[config.mk]
export PLATFORM = sky130hd
export DESIGN_NAME = fiap_regs
export DESIGN_NICKNAME = d
export VERILOG_FILES = /design/src/common/fiap_pkg.sv /design/src/verilog/fiap_regs.sv
export SDC_FILE = /design/constraint.sdc
export NUM_CORES = 1
export LEC_CHECK = 0
export BUFFER_PORTS_ARGS = -buffer_cell sky130_fd_sc_hd__buf_2
export CAP_MARGIN = 15
export CORE_ASPECT_RATIO = 1.2
export CORE_MARGIN = 10
export CORE_UTILIZATION = 35
export CTS_CLUSTER_SIZE = 12
export DETAILED_ROUTE_END_ITERATION = 8
export PLACE_DENSITY = 0.48
export SYNTH_ARGS = -nofsm -noshare
export SYNTH_HDL_FRONTEND = slang
export SYNTH_SLANG_ARGS = --single-unit
[constraint.sdc]
create_clock -name clk -period 8.4 [get_ports clk]
set_clock_uncertainty 0.05 [all_clocks]
set_input_delay 0.84 -clock clk [delete_from_list [all_inputs] [get_ports clk]]
set_output_delay 0.84 -clock clk [all_outputs]
set_load 0.02 [all_outputs]
[src/common/fiap_pkg.sv]
/*
 * Package for the flash self-programming register block: register indices,
 * control field positions, unlock pattern, timer figure and the flash-side request and write-buffer carriers.
 * Assumes a 10 MHz system clock and an 8-bit special-function register port.
 */
package fiap_pkg;
   // Register indices on the special-function register port
   localparam logic [3:0] FIAP_IDX_ADDR_LOW  = 4'h0;
   localparam logic [3:0] FIAP_IDX_ADDR_HIGH = 4'h1;
   localparam logic [3:0] FIAP_IDX_W0_LOW    = 4'h2;
   localparam logic [3:0] FIAP_IDX_W0_HIGH   = 4'h3;
   localparam logic [3:0] FIAP_IDX_W1_LOW    = 4'h4;
   localparam logic [3:0] FIAP_IDX_W1_HIGH   = 4'h5;
   localparam logic [3:0] FIAP_IDX_W2_LOW    = 4'h6;
   localparam logic [3:0] FIAP_IDX_W2_HIGH   = 4'h7;
   localparam logic [3:0] FIAP_IDX_W3_LOW    = 4'h8;
   localparam logic [3:0] FIAP_IDX_W3_HIGH   = 4'h9;
   localparam logic [3:0] FIAP_IDX_MODE_CTRL = 4'ha;
   localparam logic [3:0] FIAP_IDX_BUF_CTRL  = 4'hb;

   // Mode/control register fields
   localparam int FIAP_BIT_UNLOCK_STATUS  = 7;
   localparam int FIAP_BIT_MODE_LSB       = 4;
   localparam int FIAP_BIT_UNLOCK_TRIGGER = 3;
   localparam int FIAP_BIT_WRITE_INIT     = 2;
   localparam int FIAP_BIT_READ_ENABLE    = 1;
   localparam int FIAP_BIT_READ_INIT      = 0;

   // Buffer control register fields
   localparam int FIAP_BIT_BUF_RSV7  = 7;
   localparam int FIAP_BIT_BUF_RO6   = 6;
   localparam int FIAP_BIT_BUF_RSV4  = 4;
   localparam int FIAP_BIT_BUF_CLEAR = 0;

   localparam logic [7:0] FIAP_RESET_VAL = 8'h00;

   // Operation mode encodings
   localparam logic [2:0] FIAP_MODE_WRITE  = 3'h0;
   localparam logic [2:0] FIAP_MODE_ERASE  = 3'h1;
   localparam logic [2:0] FIAP_MODE_READ   = 3'h3;
   localparam logic [2:0] FIAP_MODE_UNLOCK = 3'h6;

   // Unlock pattern for words 1..3, low bytes then high bytes
   localparam logic [7:0] FIAP_KEY_W1_LOW  = 8'h00;
   localparam logic [7:0] FIAP_KEY_W2_LOW  = 8'h0d;
   localparam logic [7:0] FIAP_KEY_W3_LOW  = 8'hc3;
   localparam logic [7:0] FIAP_KEY_W1_HIGH = 8'h04;
   localparam logic [7:0] FIAP_KEY_W2_HIGH = 8'h09;
   localparam logic [7:0] FIAP_KEY_W3_HIGH = 8'h40;

   // Unlock window
   localparam int FIAP_CLK_HZ          = 10_000_000;
   localparam int FIAP_UNLOCK_US       = 1000;
   localparam int FIAP_UNLOCK_CYCLES   = (FIAP_CLK_HZ / 1_000_000) * FIAP_UNLOCK_US;

   typedef enum logic [1:0] {
      FIAP_OP_NONE,
      FIAP_OP_WRITE,
      FIAP_OP_ERASE,
      FIAP_OP_READ
   } fiap_op_t;

   // Request toward the flash array macro
   typedef struct packed {
      logic        start;
      fiap_op_t    op;
      logic [14:0] addr;
   } fiap_flash_req_t;

   // Write buffer load toward the flash array macro
   typedef struct packed {
      logic        load;
      logic        clear;
      logic [5:0]  index;
      logic [15:0] data;
   } fiap_wbuf_t;
endpackage : fiap_pkg

[src/verilog/fiap_regs.sv]
/*
 * Flash self-programming register block: address, data words, mode/control
 * and buffer-control registers, unlock timer and operation sequencing.
 * Assumes the flash array macro answers each started operation with a
 * one-cycle done pulse, and that register accesses are synchronous to clk.
 */
// Notes on behaviour
// RULE_01 - High address holds variant bits, rest zero
// RULE_02 - Word0 low write only stores byte
// RULE_03 - Word0 high write loads buffer, increments
// RULE_04 - Status ignores one, zero clears it
// RULE_05 - Status set only on successful unlock
// RULE_06 - Mode field decodes write, erase, read, unlock
// RULE_07 - Software unlocks before erase or write
// RULE_08 - Trigger starts timer, cleared after 1ms
// RULE_09 - Software writes pattern within 1ms window
// RULE_10 - Write initiate starts op, self clears
// RULE_11 - Processor stalls while write/read initiate
// RULE_12 - Reads proceed only with read enable
// RULE_13 - Read initiate starts read, self clears
// RULE_14 - Software never sets three bits together
// RULE_15 - Buffer control reserved bits read rules
// RULE_16 - Buffer clear bit self clears when done
// RULE_17 - Words one to three read/write, reset zero
// RULE_18 - Unlock pattern 00 0D C3 04 09 40
// RULE_19 - Write completion clears write buffer
// RULE_20 - Address increment stops at page end
// RULE_21 - Locked write or erase leaves flash untouched
// RULE_22 - Pattern counts only inside timer window
module fiap_regs
   import fiap_pkg::*;
#(
   parameter int ADDR_HIGH_BITS = 5,
   parameter int PAGE_BITS      = 5,
   parameter int UNLOCK_CYCLES  = FIAP_UNLOCK_CYCLES
) (
   input  wire logic            clk,
   input  wire logic            rst_b,
   input  wire logic            clk_en,
   input  wire logic            reg_wr,
   input  wire logic            reg_rd,
   input  wire logic [3:0]      reg_idx,
   input  wire logic [7:0]      reg_wdata,
   output      logic [7:0]      reg_rdata,
   input  wire logic            flash_done,
   input  wire logic [15:0]     flash_rdata,
   output      fiap_flash_req_t flash_req,
   output      fiap_wbuf_t      wbuf,
   output      logic            cpu_stall
);
   initial begin
      if (ADDR_HIGH_BITS < 5 || ADDR_HIGH_BITS > 7) $error("ADDR_HIGH_BITS must be 5..7");
      if (PAGE_BITS != 5 && PAGE_BITS != 6) $error("PAGE_BITS must be 5 or 6");
      if (UNLOCK_CYCLES < 2 || UNLOCK_CYCLES > 2**24) $error("UNLOCK_CYCLES out of range");
   end

   localparam int ADDR_W = 8 + ADDR_HIGH_BITS;

   ////////////////////////////////////////////////////////////////////////////
   // Reset synchroniser
   logic rst_s1_reg;
   logic rst_s2_reg;
   always_ff @(posedge clk or negedge rst_b) begin
      if (!rst_b) begin
         rst_s1_reg <= 1'b0;
         rst_s2_reg <= 1'b0;
      end else begin
         rst_s1_reg <= 1'b1;
         rst_s2_reg <= rst_s1_reg;
      end
   end
   wire logic rst_n = rst_s2_reg;

   ////////////////////////////////////////////////////////////////////////////
   // Register state
   logic [ADDR_W-1:0] addr_reg;
   logic [7:0]        data_low_reg  [4];
   logic [7:0]        data_high_reg [4];
   logic              unlock_status_reg;
   logic [2:0]        mode_reg;
   logic              unlock_trigger_reg;
   logic              write_initiate_reg;
   logic              read_enable_reg;
   logic              read_initiate_reg;
   logic              buf_rsv7_reg;
   logic              buf_rsv4_reg;
   logic              buffer_clear_reg;
   logic [23:0]       timer_reg;
   logic              busy_reg;

   wire logic wr_en   = clk_en && reg_wr;
   wire logic wr_mode = wr_en && reg_idx == FIAP_IDX_MODE_CTRL;
   wire logic wr_w0h  = wr_en && reg_idx == FIAP_IDX_W0_HIGH;
   wire logic [PAGE_BITS-1:0] page_off = addr_reg[PAGE_BITS-1:0];

   ////////////////////////////////////////////////////////////////////////////
   // Address and data registers
   always_ff @(posedge clk or negedge rst_n) begin
      if (!rst_n) begin
         addr_reg <= '0;
      end else if (wr_en && reg_idx == FIAP_IDX_ADDR_LOW) begin
         addr_reg[7:0] <= reg_wdata;
      end else if (wr_en && reg_idx == FIAP_IDX_ADDR_HIGH) begin
         // RULE_01 only variant bits stored
         addr_reg[ADDR_W-1:8] <= reg_wdata[ADDR_HIGH_BITS-1:0];
      end else if (wr_w0h && page_off != {PAGE_BITS{1'b1}}) begin
         // RULE_03 RULE_20 increment within page
         addr_reg <= addr_reg + ADDR_W'(1);
      end
   end

   // RULE_02 RULE_17 word registers plain storage, word 0 also takes flash read data
   for (genvar w = 0; w < 4; w++) begin : g_word
      always_ff @(posedge clk or negedge rst_n) begin
         if (!rst_n) begin
            data_low_reg[w]  <= FIAP_RESET_VAL;
            data_high_reg[w] <= FIAP_RESET_VAL;
         end else if (clk_en && w == 0 && busy_reg && flash_done && flash_req.op == FIAP_OP_READ) begin
            data_low_reg[w]  <= flash_rdata[7:0];
            data_high_reg[w] <= flash_rdata[15:8];
         end else if (wr_en && reg_idx == 4'(FIAP_IDX_W0_LOW + 2*w)) begin
            data_low_reg[w] <= reg_wdata;
         end else if (wr_en && reg_idx == 4'(FIAP_IDX_W0_HIGH + 2*w)) begin
            data_high_reg[w] <= reg_wdata;
         end
      end
   end

   ////////////////////////////////////////////////////////////////////////////
   // Unlock timer and status
   // RULE_18 pattern compare
   wire logic key_ok = data_low_reg[1] == FIAP_KEY_W1_LOW && data_low_reg[2] == FIAP_KEY_W2_LOW
                    && data_low_reg[3] == FIAP_KEY_W3_LOW && data_high_reg[1] == FIAP_KEY_W1_HIGH
                    && data_high_reg[2] == FIAP_KEY_W2_HIGH && data_high_reg[3] == FIAP_KEY_W3_HIGH;
   wire logic timeout = unlock_trigger_reg && timer_reg == 24'(UNLOCK_CYCLES - 1);

   always_ff @(posedge clk or negedge rst_n) begin
      if (!rst_n) begin
         timer_reg          <= '0;
         unlock_trigger_reg <= 1'b0;
      end else if (clk_en) begin
         if (timeout) begin
            // RULE_08 hardware clears trigger
            unlock_trigger_reg <= 1'b0;
            timer_reg          <= '0;
         end else if (unlock_trigger_reg) begin
            timer_reg <= timer_reg + 24'h000001;
         end else if (wr_mode && reg_wdata[FIAP_BIT_UNLOCK_TRIGGER]) begin
            // RULE_08 trigger starts timer
            unlock_trigger_reg <= 1'b1;
            timer_reg          <= '0;
         end
      end
   end

   always_ff @(posedge clk or negedge rst_n) begin
      if (!rst_n) begin
         unlock_status_reg <= 1'b0;
      end else if (clk_en) begin
         if (unlock_trigger_reg && mode_reg == FIAP_MODE_UNLOCK && key_ok) begin
            // RULE_05 RULE_22 set inside window, wins
            unlock_status_reg <= 1'b1;
         end else if (wr_mode && !reg_wdata[FIAP_BIT_UNLOCK_STATUS]) begin
            // RULE_04 zero clears, one ignored
            unlock_status_reg <= 1'b0;
         end
      end
   end

   ////////////////////////////////////////////////////////////////////////////
   // Mode and operation control
   always_ff @(posedge clk or negedge rst_n) begin
      if (!rst_n) begin
         mode_reg        <= 3'h0;
         read_enable_reg <= 1'b0;
      end else if (wr_mode) begin
         mode_reg        <= reg_wdata[FIAP_BIT_MODE_LSB +: 3];
         read_enable_reg <= reg_wdata[FIAP_BIT_READ_ENABLE];
      end
   end

   // RULE_06 mode decode
   // Decoded from the written value, so mode and initiate may share one write
   wire logic [2:0] mode_wr = reg_wdata[FIAP_BIT_MODE_LSB +: 3];
   fiap_op_t op_sel;
   always_comb begin
      op_sel = FIAP_OP_NONE;
      if (mode_wr == FIAP_MODE_WRITE) op_sel = FIAP_OP_WRITE;
      else if (mode_wr == FIAP_MODE_ERASE) op_sel = FIAP_OP_ERASE;
      else if (mode_wr == FIAP_MODE_READ) op_sel = FIAP_OP_READ;
   end

   // RULE_21 locked write or erase never started
   wire logic wr_go = wr_mode && reg_wdata[FIAP_BIT_WRITE_INIT] && !busy_reg && unlock_status_reg
                   && (op_sel == FIAP_OP_WRITE || op_sel == FIAP_OP_ERASE);
   // RULE_12 read needs enable
   wire logic rd_go = wr_mode && reg_wdata[FIAP_BIT_READ_INIT] && !busy_reg
                   && reg_wdata[FIAP_BIT_READ_ENABLE] && op_sel == FIAP_OP_READ;

   always_ff @(posedge clk or negedge rst_n) begin
      if (!rst_n) begin
         write_initiate_reg <= 1'b0;
         read_initiate_reg  <= 1'b0;
         busy_reg           <= 1'b0;
         flash_req          <= '0;
      end else if (clk_en) begin
         flash_req.start <= 1'b0;
         if (busy_reg && flash_done) begin
            // RULE_10 RULE_13 self clear on completion
            write_initiate_reg <= 1'b0;
            read_initiate_reg  <= 1'b0;
            busy_reg           <= 1'b0;
         end else if (wr_go || rd_go) begin
            // RULE_10 RULE_13 launch operation
            write_initiate_reg <= wr_go;
            read_initiate_reg  <= rd_go;
            busy_reg           <= 1'b1;
            flash_req.start    <= 1'b1;
            flash_req.op       <= op_sel;
            flash_req.addr     <= 15'(addr_reg);
         end
      end
   end

   // RULE_11 stall while initiate bits set
   always_ff @(posedge clk or negedge rst_n) begin
      if (!rst_n) begin
         cpu_stall <= 1'b0;
      end else if (clk_en) begin
         cpu_stall <= (wr_go || rd_go) || (busy_reg && !flash_done);
      end
   end

   ////////////////////////////////////////////////////////////////////////////
   // Write buffer control
   // Clearing takes one cycle, so the bit reads one for exactly one cycle.
   always_ff @(posedge clk or negedge rst_n) begin
      if (!rst_n) begin
         buffer_clear_reg <= 1'b0;
         buf_rsv7_reg     <= 1'b0;
         buf_rsv4_reg     <= 1'b0;
         wbuf             <= '0;
      end else if (clk_en) begin
         wbuf.load  <= 1'b0;
         wbuf.clear <= 1'b0;
         if (buffer_clear_reg) begin
            // RULE_16 clear done, bit drops
            buffer_clear_reg <= 1'b0;
         end else if (wr_en && reg_idx == FIAP_IDX_BUF_CTRL) begin
            buffer_clear_reg <= reg_wdata[FIAP_BIT_BUF_CLEAR];
            wbuf.clear       <= reg_wdata[FIAP_BIT_BUF_CLEAR];
            buf_rsv7_reg     <= reg_wdata[FIAP_BIT_BUF_RSV7];
            buf_rsv4_reg     <= reg_wdata[FIAP_BIT_BUF_RSV4];
         end
         if (busy_reg && flash_done && flash_req.op == FIAP_OP_WRITE) begin
            // RULE_19 auto clear after write
            wbuf.clear <= 1'b1;
         end
         if (wr_w0h && unlock_status_reg) begin
            // RULE_03 load both bytes
            wbuf.load  <= 1'b1;
            wbuf.index <= 6'(page_off);
            wbuf.data  <= {reg_wdata, data_low_reg[0]};
         end
      end
   end

   ////////////////////////////////////////////////////////////////////////////
   // Read mux
   logic [7:0] rd_mux;
   always_comb begin
      rd_mux = FIAP_RESET_VAL;
      unique case (reg_idx)
         FIAP_IDX_ADDR_LOW:  rd_mux = addr_reg[7:0];
         // RULE_01 upper bits zero
         FIAP_IDX_ADDR_HIGH: rd_mux = 8'(addr_reg[ADDR_W-1:8]);
         FIAP_IDX_W0_LOW:    rd_mux = data_low_reg[0];
         FIAP_IDX_W0_HIGH:   rd_mux = data_high_reg[0];
         FIAP_IDX_W1_LOW:    rd_mux = data_low_reg[1];
         FIAP_IDX_W1_HIGH:   rd_mux = data_high_reg[1];
         FIAP_IDX_W2_LOW:    rd_mux = data_low_reg[2];
         FIAP_IDX_W2_HIGH:   rd_mux = data_high_reg[2];
         FIAP_IDX_W3_LOW:    rd_mux = data_low_reg[3];
         FIAP_IDX_W3_HIGH:   rd_mux = data_high_reg[3];
         FIAP_IDX_MODE_CTRL: rd_mux = {unlock_status_reg, mode_reg, unlock_trigger_reg,
                                       write_initiate_reg, read_enable_reg, read_initiate_reg};
         // RULE_15 bits 6, 5, 3..1 read zero
         FIAP_IDX_BUF_CTRL:  rd_mux = {buf_rsv7_reg, 2'b00, buf_rsv4_reg, 3'b000, buffer_clear_reg};
         default:            rd_mux = FIAP_RESET_VAL;
      endcase
   end

   always_ff @(posedge clk or negedge rst_n) begin
      if (!rst_n) begin
         reg_rdata <= FIAP_RESET_VAL;
      end else if (clk_en && reg_rd) begin
         reg_rdata <= rd_mux;
      end
   end

   ////////////////////////////////////////////////////////////////////////////
   // Assertions
   a_status_needs_key: assert property (@(posedge clk) disable iff (!rst_n) // RULE_05
      $rose(unlock_status_reg) |-> $past(unlock_trigger_reg) && $past(key_ok))
      else $error("Unlock status set without valid pattern");
   a_trigger_window: assert property (@(posedge clk) disable iff (!rst_n) // RULE_08
      $fell(unlock_trigger_reg) |-> $past(timer_reg) == 24'(UNLOCK_CYCLES - 1))
      else $error("Trigger cleared at wrong time");
   a_locked_no_write: assert property (@(posedge clk) disable iff (!rst_n) // RULE_21
      flash_req.start && flash_req.op != FIAP_OP_READ |-> $past(unlock_status_reg))
      else $error("Write or erase started while locked");
   a_stall_follows: assert property (@(posedge clk) disable iff (!rst_n) // RULE_11
      flash_req.start |-> cpu_stall)
      else $error("No stall during operation");
   a_page_stop: assert property (@(posedge clk) disable iff (!rst_n) // RULE_20
      $past(wr_w0h) && $past(page_off) == {PAGE_BITS{1'b1}} && $past(clk_en) |-> $stable(addr_reg))
      else $error("Address crossed page");
   a_clear_pulse: assert property (@(posedge clk) disable iff (!rst_n) // RULE_16
      buffer_clear_reg && clk_en |=> !buffer_clear_reg)
      else $error("Buffer clear bit stuck");
   a_read_enable: assert property (@(posedge clk) disable iff (!rst_n) // RULE_12
      flash_req.start && flash_req.op == FIAP_OP_READ |-> read_enable_reg)
      else $error("Read started without enable");
   a_high_zero: assert property (@(posedge clk) disable iff (!rst_n) // RULE_01
      reg_rd && clk_en && reg_idx == FIAP_IDX_ADDR_HIGH |=> (reg_rdata >> ADDR_HIGH_BITS) == 8'h00)
      else $error("Unimplemented address bits nonzero");
   a_status_clear: assert property (@(posedge clk) disable iff (!rst_n) // RULE_04
      wr_mode && !reg_wdata[FIAP_BIT_UNLOCK_STATUS] && !(unlock_trigger_reg && mode_reg == FIAP_MODE_UNLOCK && key_ok) |=> !unlock_status_reg)
      else $error("Unlock status not cleared by zero write");
   a_load_unlocked: assert property (@(posedge clk) disable iff (!rst_n) // RULE_03
      wbuf.load |-> $past(unlock_status_reg))
      else $error("Buffer loaded while locked");
   a_stall_initiate: assert property (@(posedge clk) disable iff (!rst_n) // RULE_11
      write_initiate_reg || read_initiate_reg |-> cpu_stall)
      else $error("Initiate bit set without stall");
   a_buf_zero_bits: assert property (@(posedge clk) disable iff (!rst_n) // RULE_15
      reg_rd && clk_en && reg_idx == FIAP_IDX_BUF_CTRL |=> reg_rdata[6:5] == 2'b00 && reg_rdata[3:1] == 3'b000)
      else $error("Buffer control unused bits nonzero");
   a_op_clear: assert property (@(posedge clk) disable iff (!rst_n) // RULE_10
      busy_reg && flash_done && clk_en |=> !write_initiate_reg && !read_initiate_reg)
      else $error("Initiate bit not cleared on completion");
endmodule : fiap_regs

# == Word-level counts from Yosys, hierarchy flattened ==
# Index checks and enable logic that the tools add are counted.
# totals
wordCells,169
inputBits,34
output_inout_bits,51
ff_bits,163
# classes
n_bitwise,6
eq_ne,28
reduce_logical,68
mux,33
add_sub_neg,2
# ops
cell,n
$pmux W8 S12,1
$mux W24,3
$mux W8,7
$logic_and A1 B1 Y1,40
$mux W18,2
$add A24 B1 Y24 const B,1
$eq A24 B14 Y1 const B,1
$reduce_and A2 Y1,10
$eq A4 B3 Y1 const B,4
$eq A4 B4 Y1 const B,4
$eq A8 B4 Y1 const B,2
$mux W1,15
$add A13 B1 Y13 const B,1
$mux W13,1
$reduce_bool A2 Y1,6
$eq A4 B2 Y1 const B,2
$eq A8 B3 Y1 const B,1
$eq A8 B7 Y1 const B,1
$eq A8 B8 Y1 const B,1
$logic_not A8 Y1,1
$eq A2 B2 Y1 const B,3
$mux W2,3
$not A1 Y1,6
$reduce_and A3 Y1,2
13 further kinds,19

# == Depth between registers and ports, before layout ==
# logic_depth
depth_word,10
ltp_mapped,8
depth_no_buf,7

# == Worst setup path after synthesis ==
# No wires, ideal clock.
# synth_timing
path_type,input -> register
startpoint,input reg_idx[2]
endpoint,register data_high_reg[10] in the netlist's numbering
slack_ns,5.973
setup_ns,0.125
arrival_ns,2.252
stages,6
required_ns,8.225
n_path_buf,2
path_cell_list,buf_2 -> nor2b_1 -> buf_2 -> nand3_1 -> nor2_2 -> mux2_2
# synth_between
elab_chain_len,4
word_cells_on_any_way,6
cone_classes,eq/ne (2); bitwise (1); reduce/logical (3)
# synth_lines
item,line_no,rtl
start: declaration,fiap_regs.sv:42,"input wire logic [3:0] reg_idx,"
$eq A4 B3 Y1,fiap_regs.sv:121,end else if (wr_en && reg_idx == 4'(FIAP_IDX_W0_LOW + 2*w)) begin
$logic_and A1 B1 Y1,fiap_regs.sv:121,
$not A1 Y1 (no line),--,
$reduce_and A2 Y1 (no line) *,--,
end signal: indexed assignment,fiap_regs.sv:120,data_high_reg[w] <= flash_rdata[15:8];
end signal: indexed assignment,fiap_regs.sv:124,data_high_reg[w] <= reg_wdata;
end: declaration,fiap_regs.sv:78,logic [7:0] data_high_reg [4];
# Every way passes the cells marked *; elsewhere a longest branch is shown, timed or not.
# A chain may end at the register's enable or synchronous reset.

# == Worst setup path after layout ==
# layout_timing
startpoint,input reg_idx[0]
endpoint,register wbuf[20] in the netlist's numbering
# layout_between
elab_chain_len,4
# layout_lines
item,line_no,rtl
$eq A4 B2 Y1,fiap_regs.sv:93,wire logic wr_w0h = wr_en && reg_idx == FIAP_IDX_W0_HIGH;
$logic_and A1 B1 Y1,fiap_regs.sv:93,
$logic_and A1 B1 Y1,fiap_regs.sv:259,if (wr_w0h && unlock_status_reg) begin
$reduce_and A2 Y1 (no line),--,
end: declaration,fiap_regs.sv:48,"output fiap_wbuf_t wbuf,"
# No other way between the ends.

==> flow_summary.ini <==
[pwr]
total_power_mw = 2.054
combPwrFrac_pct = 13.5
p_seq_share_pct = 49.1
ir_worst_vdd_mv = 0.1420
p_per_area_nw_per_um2 = 220.6
p_int_mw = 1.429
leakagePower_nw = 4.251
swShare_pct = 30.43
p_switching_mw = 0.6250
clkPwrFrac_pct = 37.4

[worst_setup_path]
critPathLaunch = reg_idx[0]
cp-endpoint = wbuf[20]
cp-start-kind = input pin
reg2reg_to = timer_reg[15]
rr_worst_depth = 6
r2r_setup_slack_ps = 5780
r2r_start = timer_reg[0]
worstPathArrival_ps = 3390
endpoint_kind = register
critPathMaxFanout = 36
path_class = input pin to register
critPathRequiredTime_ps = 8670

[sta]
post-route-min-period_ps = 3119
whs_ps = 130.2
tns_ps = 0
fin_crit_sh_pct = 37.14
rsz0062_at_grt = false
max_freq_mhz = 320.6
hold_viol = 0
slew-limit-headroom_pct = 19.10
setup_viol = 0
timing_worst_slew_pin_value_ps = 1213
worst_slack_ps = 5281
slew_violations = 0

[synthesis]
yosysTopAreaCell = dfrtp_1
synth-seq-cells = 163
netlist_area_sq_um = 8071
ys_seq_area_share_pct = 50.53
synth_top_family_by_area = multiplexers
netlist-cell-type-count = 70
yosys-top-cells-area = dfrtp_1, mux2_2, mux2i_1
synthArstFlopShare_pct = 100.0
synth-edff-count = 0
syn_inst = 742
synth_compound_area_share_pct = 13.56
synthMuxAreaShare_pct = 17.01
synth_warnings = 0
synthAdderAreaFrac_pct = 0.4650
synth-main-ff-cell = dfrtp_1
synth_top_area_share_pct = 50.53
synth-xor-area-share_pct = 0.8681
synth-simple-area-share_pct = 14.73
avgSynthCellArea_sq_um = 10.88

[floorplanning]
std_cell_rows = 60
initial_core_util_pct = 35.72
fp.dieH_um = 186.4
die_w_um = 158.6
dieArea_sq_um = 29560
num_io_pins = 85
core_sq_um = 22600

[global_route]
grt.overflow.total = 0
antenna_found_initial = 2
grt_max_degree = 78
grt.total_usage_pct = 17.23
grt_pass1_vias = 6439
grt_pass1_wl_um = 39050

[run]
drv_cap = 0

[routing]
wirelength_um = 25690
vias_per_cell = 5.647
route.detailed.drc = 0
first_iter_violations = 407
postRouteAntennaNets = 0
vias = 6375
avgRoutedWirePerCell_um = 22.75
dr.pass1.iters = 5

[final_layout]
multi_input_area_sq_um = 3779
final-seq-area_sq_um = 4083
layoutNonFillerInstCount = 1129
mostFrequentLayoutCell = dfrtp_1
stdcell_area_sq_um = 9311
syn_to_final_growth_pct = 15.36
final_cell_mix = dfrtp_1, mux2_2, buf_2
fill_cells = 2204
fin_util_pct = 41.21
nets = 842
drive_gt1_share_pct = 28.00

[clocking]
postCtsSetupBuffers = 0
cts_tree = done
cts_root_buf = clkbuf_16
cts_htree_levels = 4
cts.sinks = 163
hold_buffers = 0
clk_latency_ps = 430
cts.reportedPaths.clkPinSlew_ps = 70
cts_made_buffers = 17
clk_path_buf_depth = 2
ctsResizeCount = 0

[place]
port_buffers = 81
gp_congestion = 0.8771
placed_cell_area_sq_um = 8722
hpwl_um = 18340
dpl.cell_count = 1095
dp_slack_ps = 4826

[hold_path]
hold_class = register to asynchronous set/reset pin

[run_status]
status = completed
## layout make-up
class                   instances  share of cell area (%)
flip-flops and latches        163                   43.85
inverters                       6                  0.2419
clock buffers                  19                   4.649
multi-input cells             529                   40.58
well taps                     310                   4.166
diodes                          1                 0.02687
repair buffers                 88                   4.918
clock inverters                13                   1.572
## critical path: stages
cell,delay [ps]
buf_2,520
nand2_1,330
nor2_4,390
nand2_1,750
mux2_2,540
## layer usage
layer / up-vias / part of all wire (%) / global-route usage, %
li1: 2901 / - / -
met1: 3239 / 43 / 21.80
met2: 191 / 49 / 27.74
met3: 42 / 5.4 / 3.654
met4: 2 / 2.9 / 7.138
met5: - / 0.066 / 0
## Yosys cell counts (all sizes together) (8+ instances only)
master  count
a21o       10
a21oi      41
a22o        9
a31oi      17
and3        8
buf        17
clkbuf     29
dfrtp     163
mux2       93
mux2i      28
nand2      55
nand3      20
nand4      18
nor2       53
nor2b      12
nor3       12
nor4       11
o21ai      33
xor2        8
## how the worst min path moves through the flow
stage | end | cells past startpoint
2_1_floorplan | rst_n | 0
3_3_place_gp | timer_reg[10] | 0
3_5_place_dp | timer_reg[10] | 0
4_1_cts | rst_n | 1
5_1_grt | rst_n | 1
6_report | timer_reg[15] | 0
## power by group through the flow
stage	Combinational [mW]	Sequential [mW]	Clock (mW)
finish	0.278	1.01	0.768
detailed placement	0.279	1.02	0
floorplan	0.196	0.977	0
global route	0.309	1.02	0.825
CTS	0.281	1.01	0.787
global placement	0.272	1.02	0
## logic make-up after synthesis
group | Yosys count
buffers and inverters | 52
muxes | 123
other | 2
and+or+nand+nor | 226
adders and majority gates | 3
AOI/OAI and AO/OA | 165
DFF | 163
xor gates and xnor gates | 8
(Power assumes the default switching activity.)
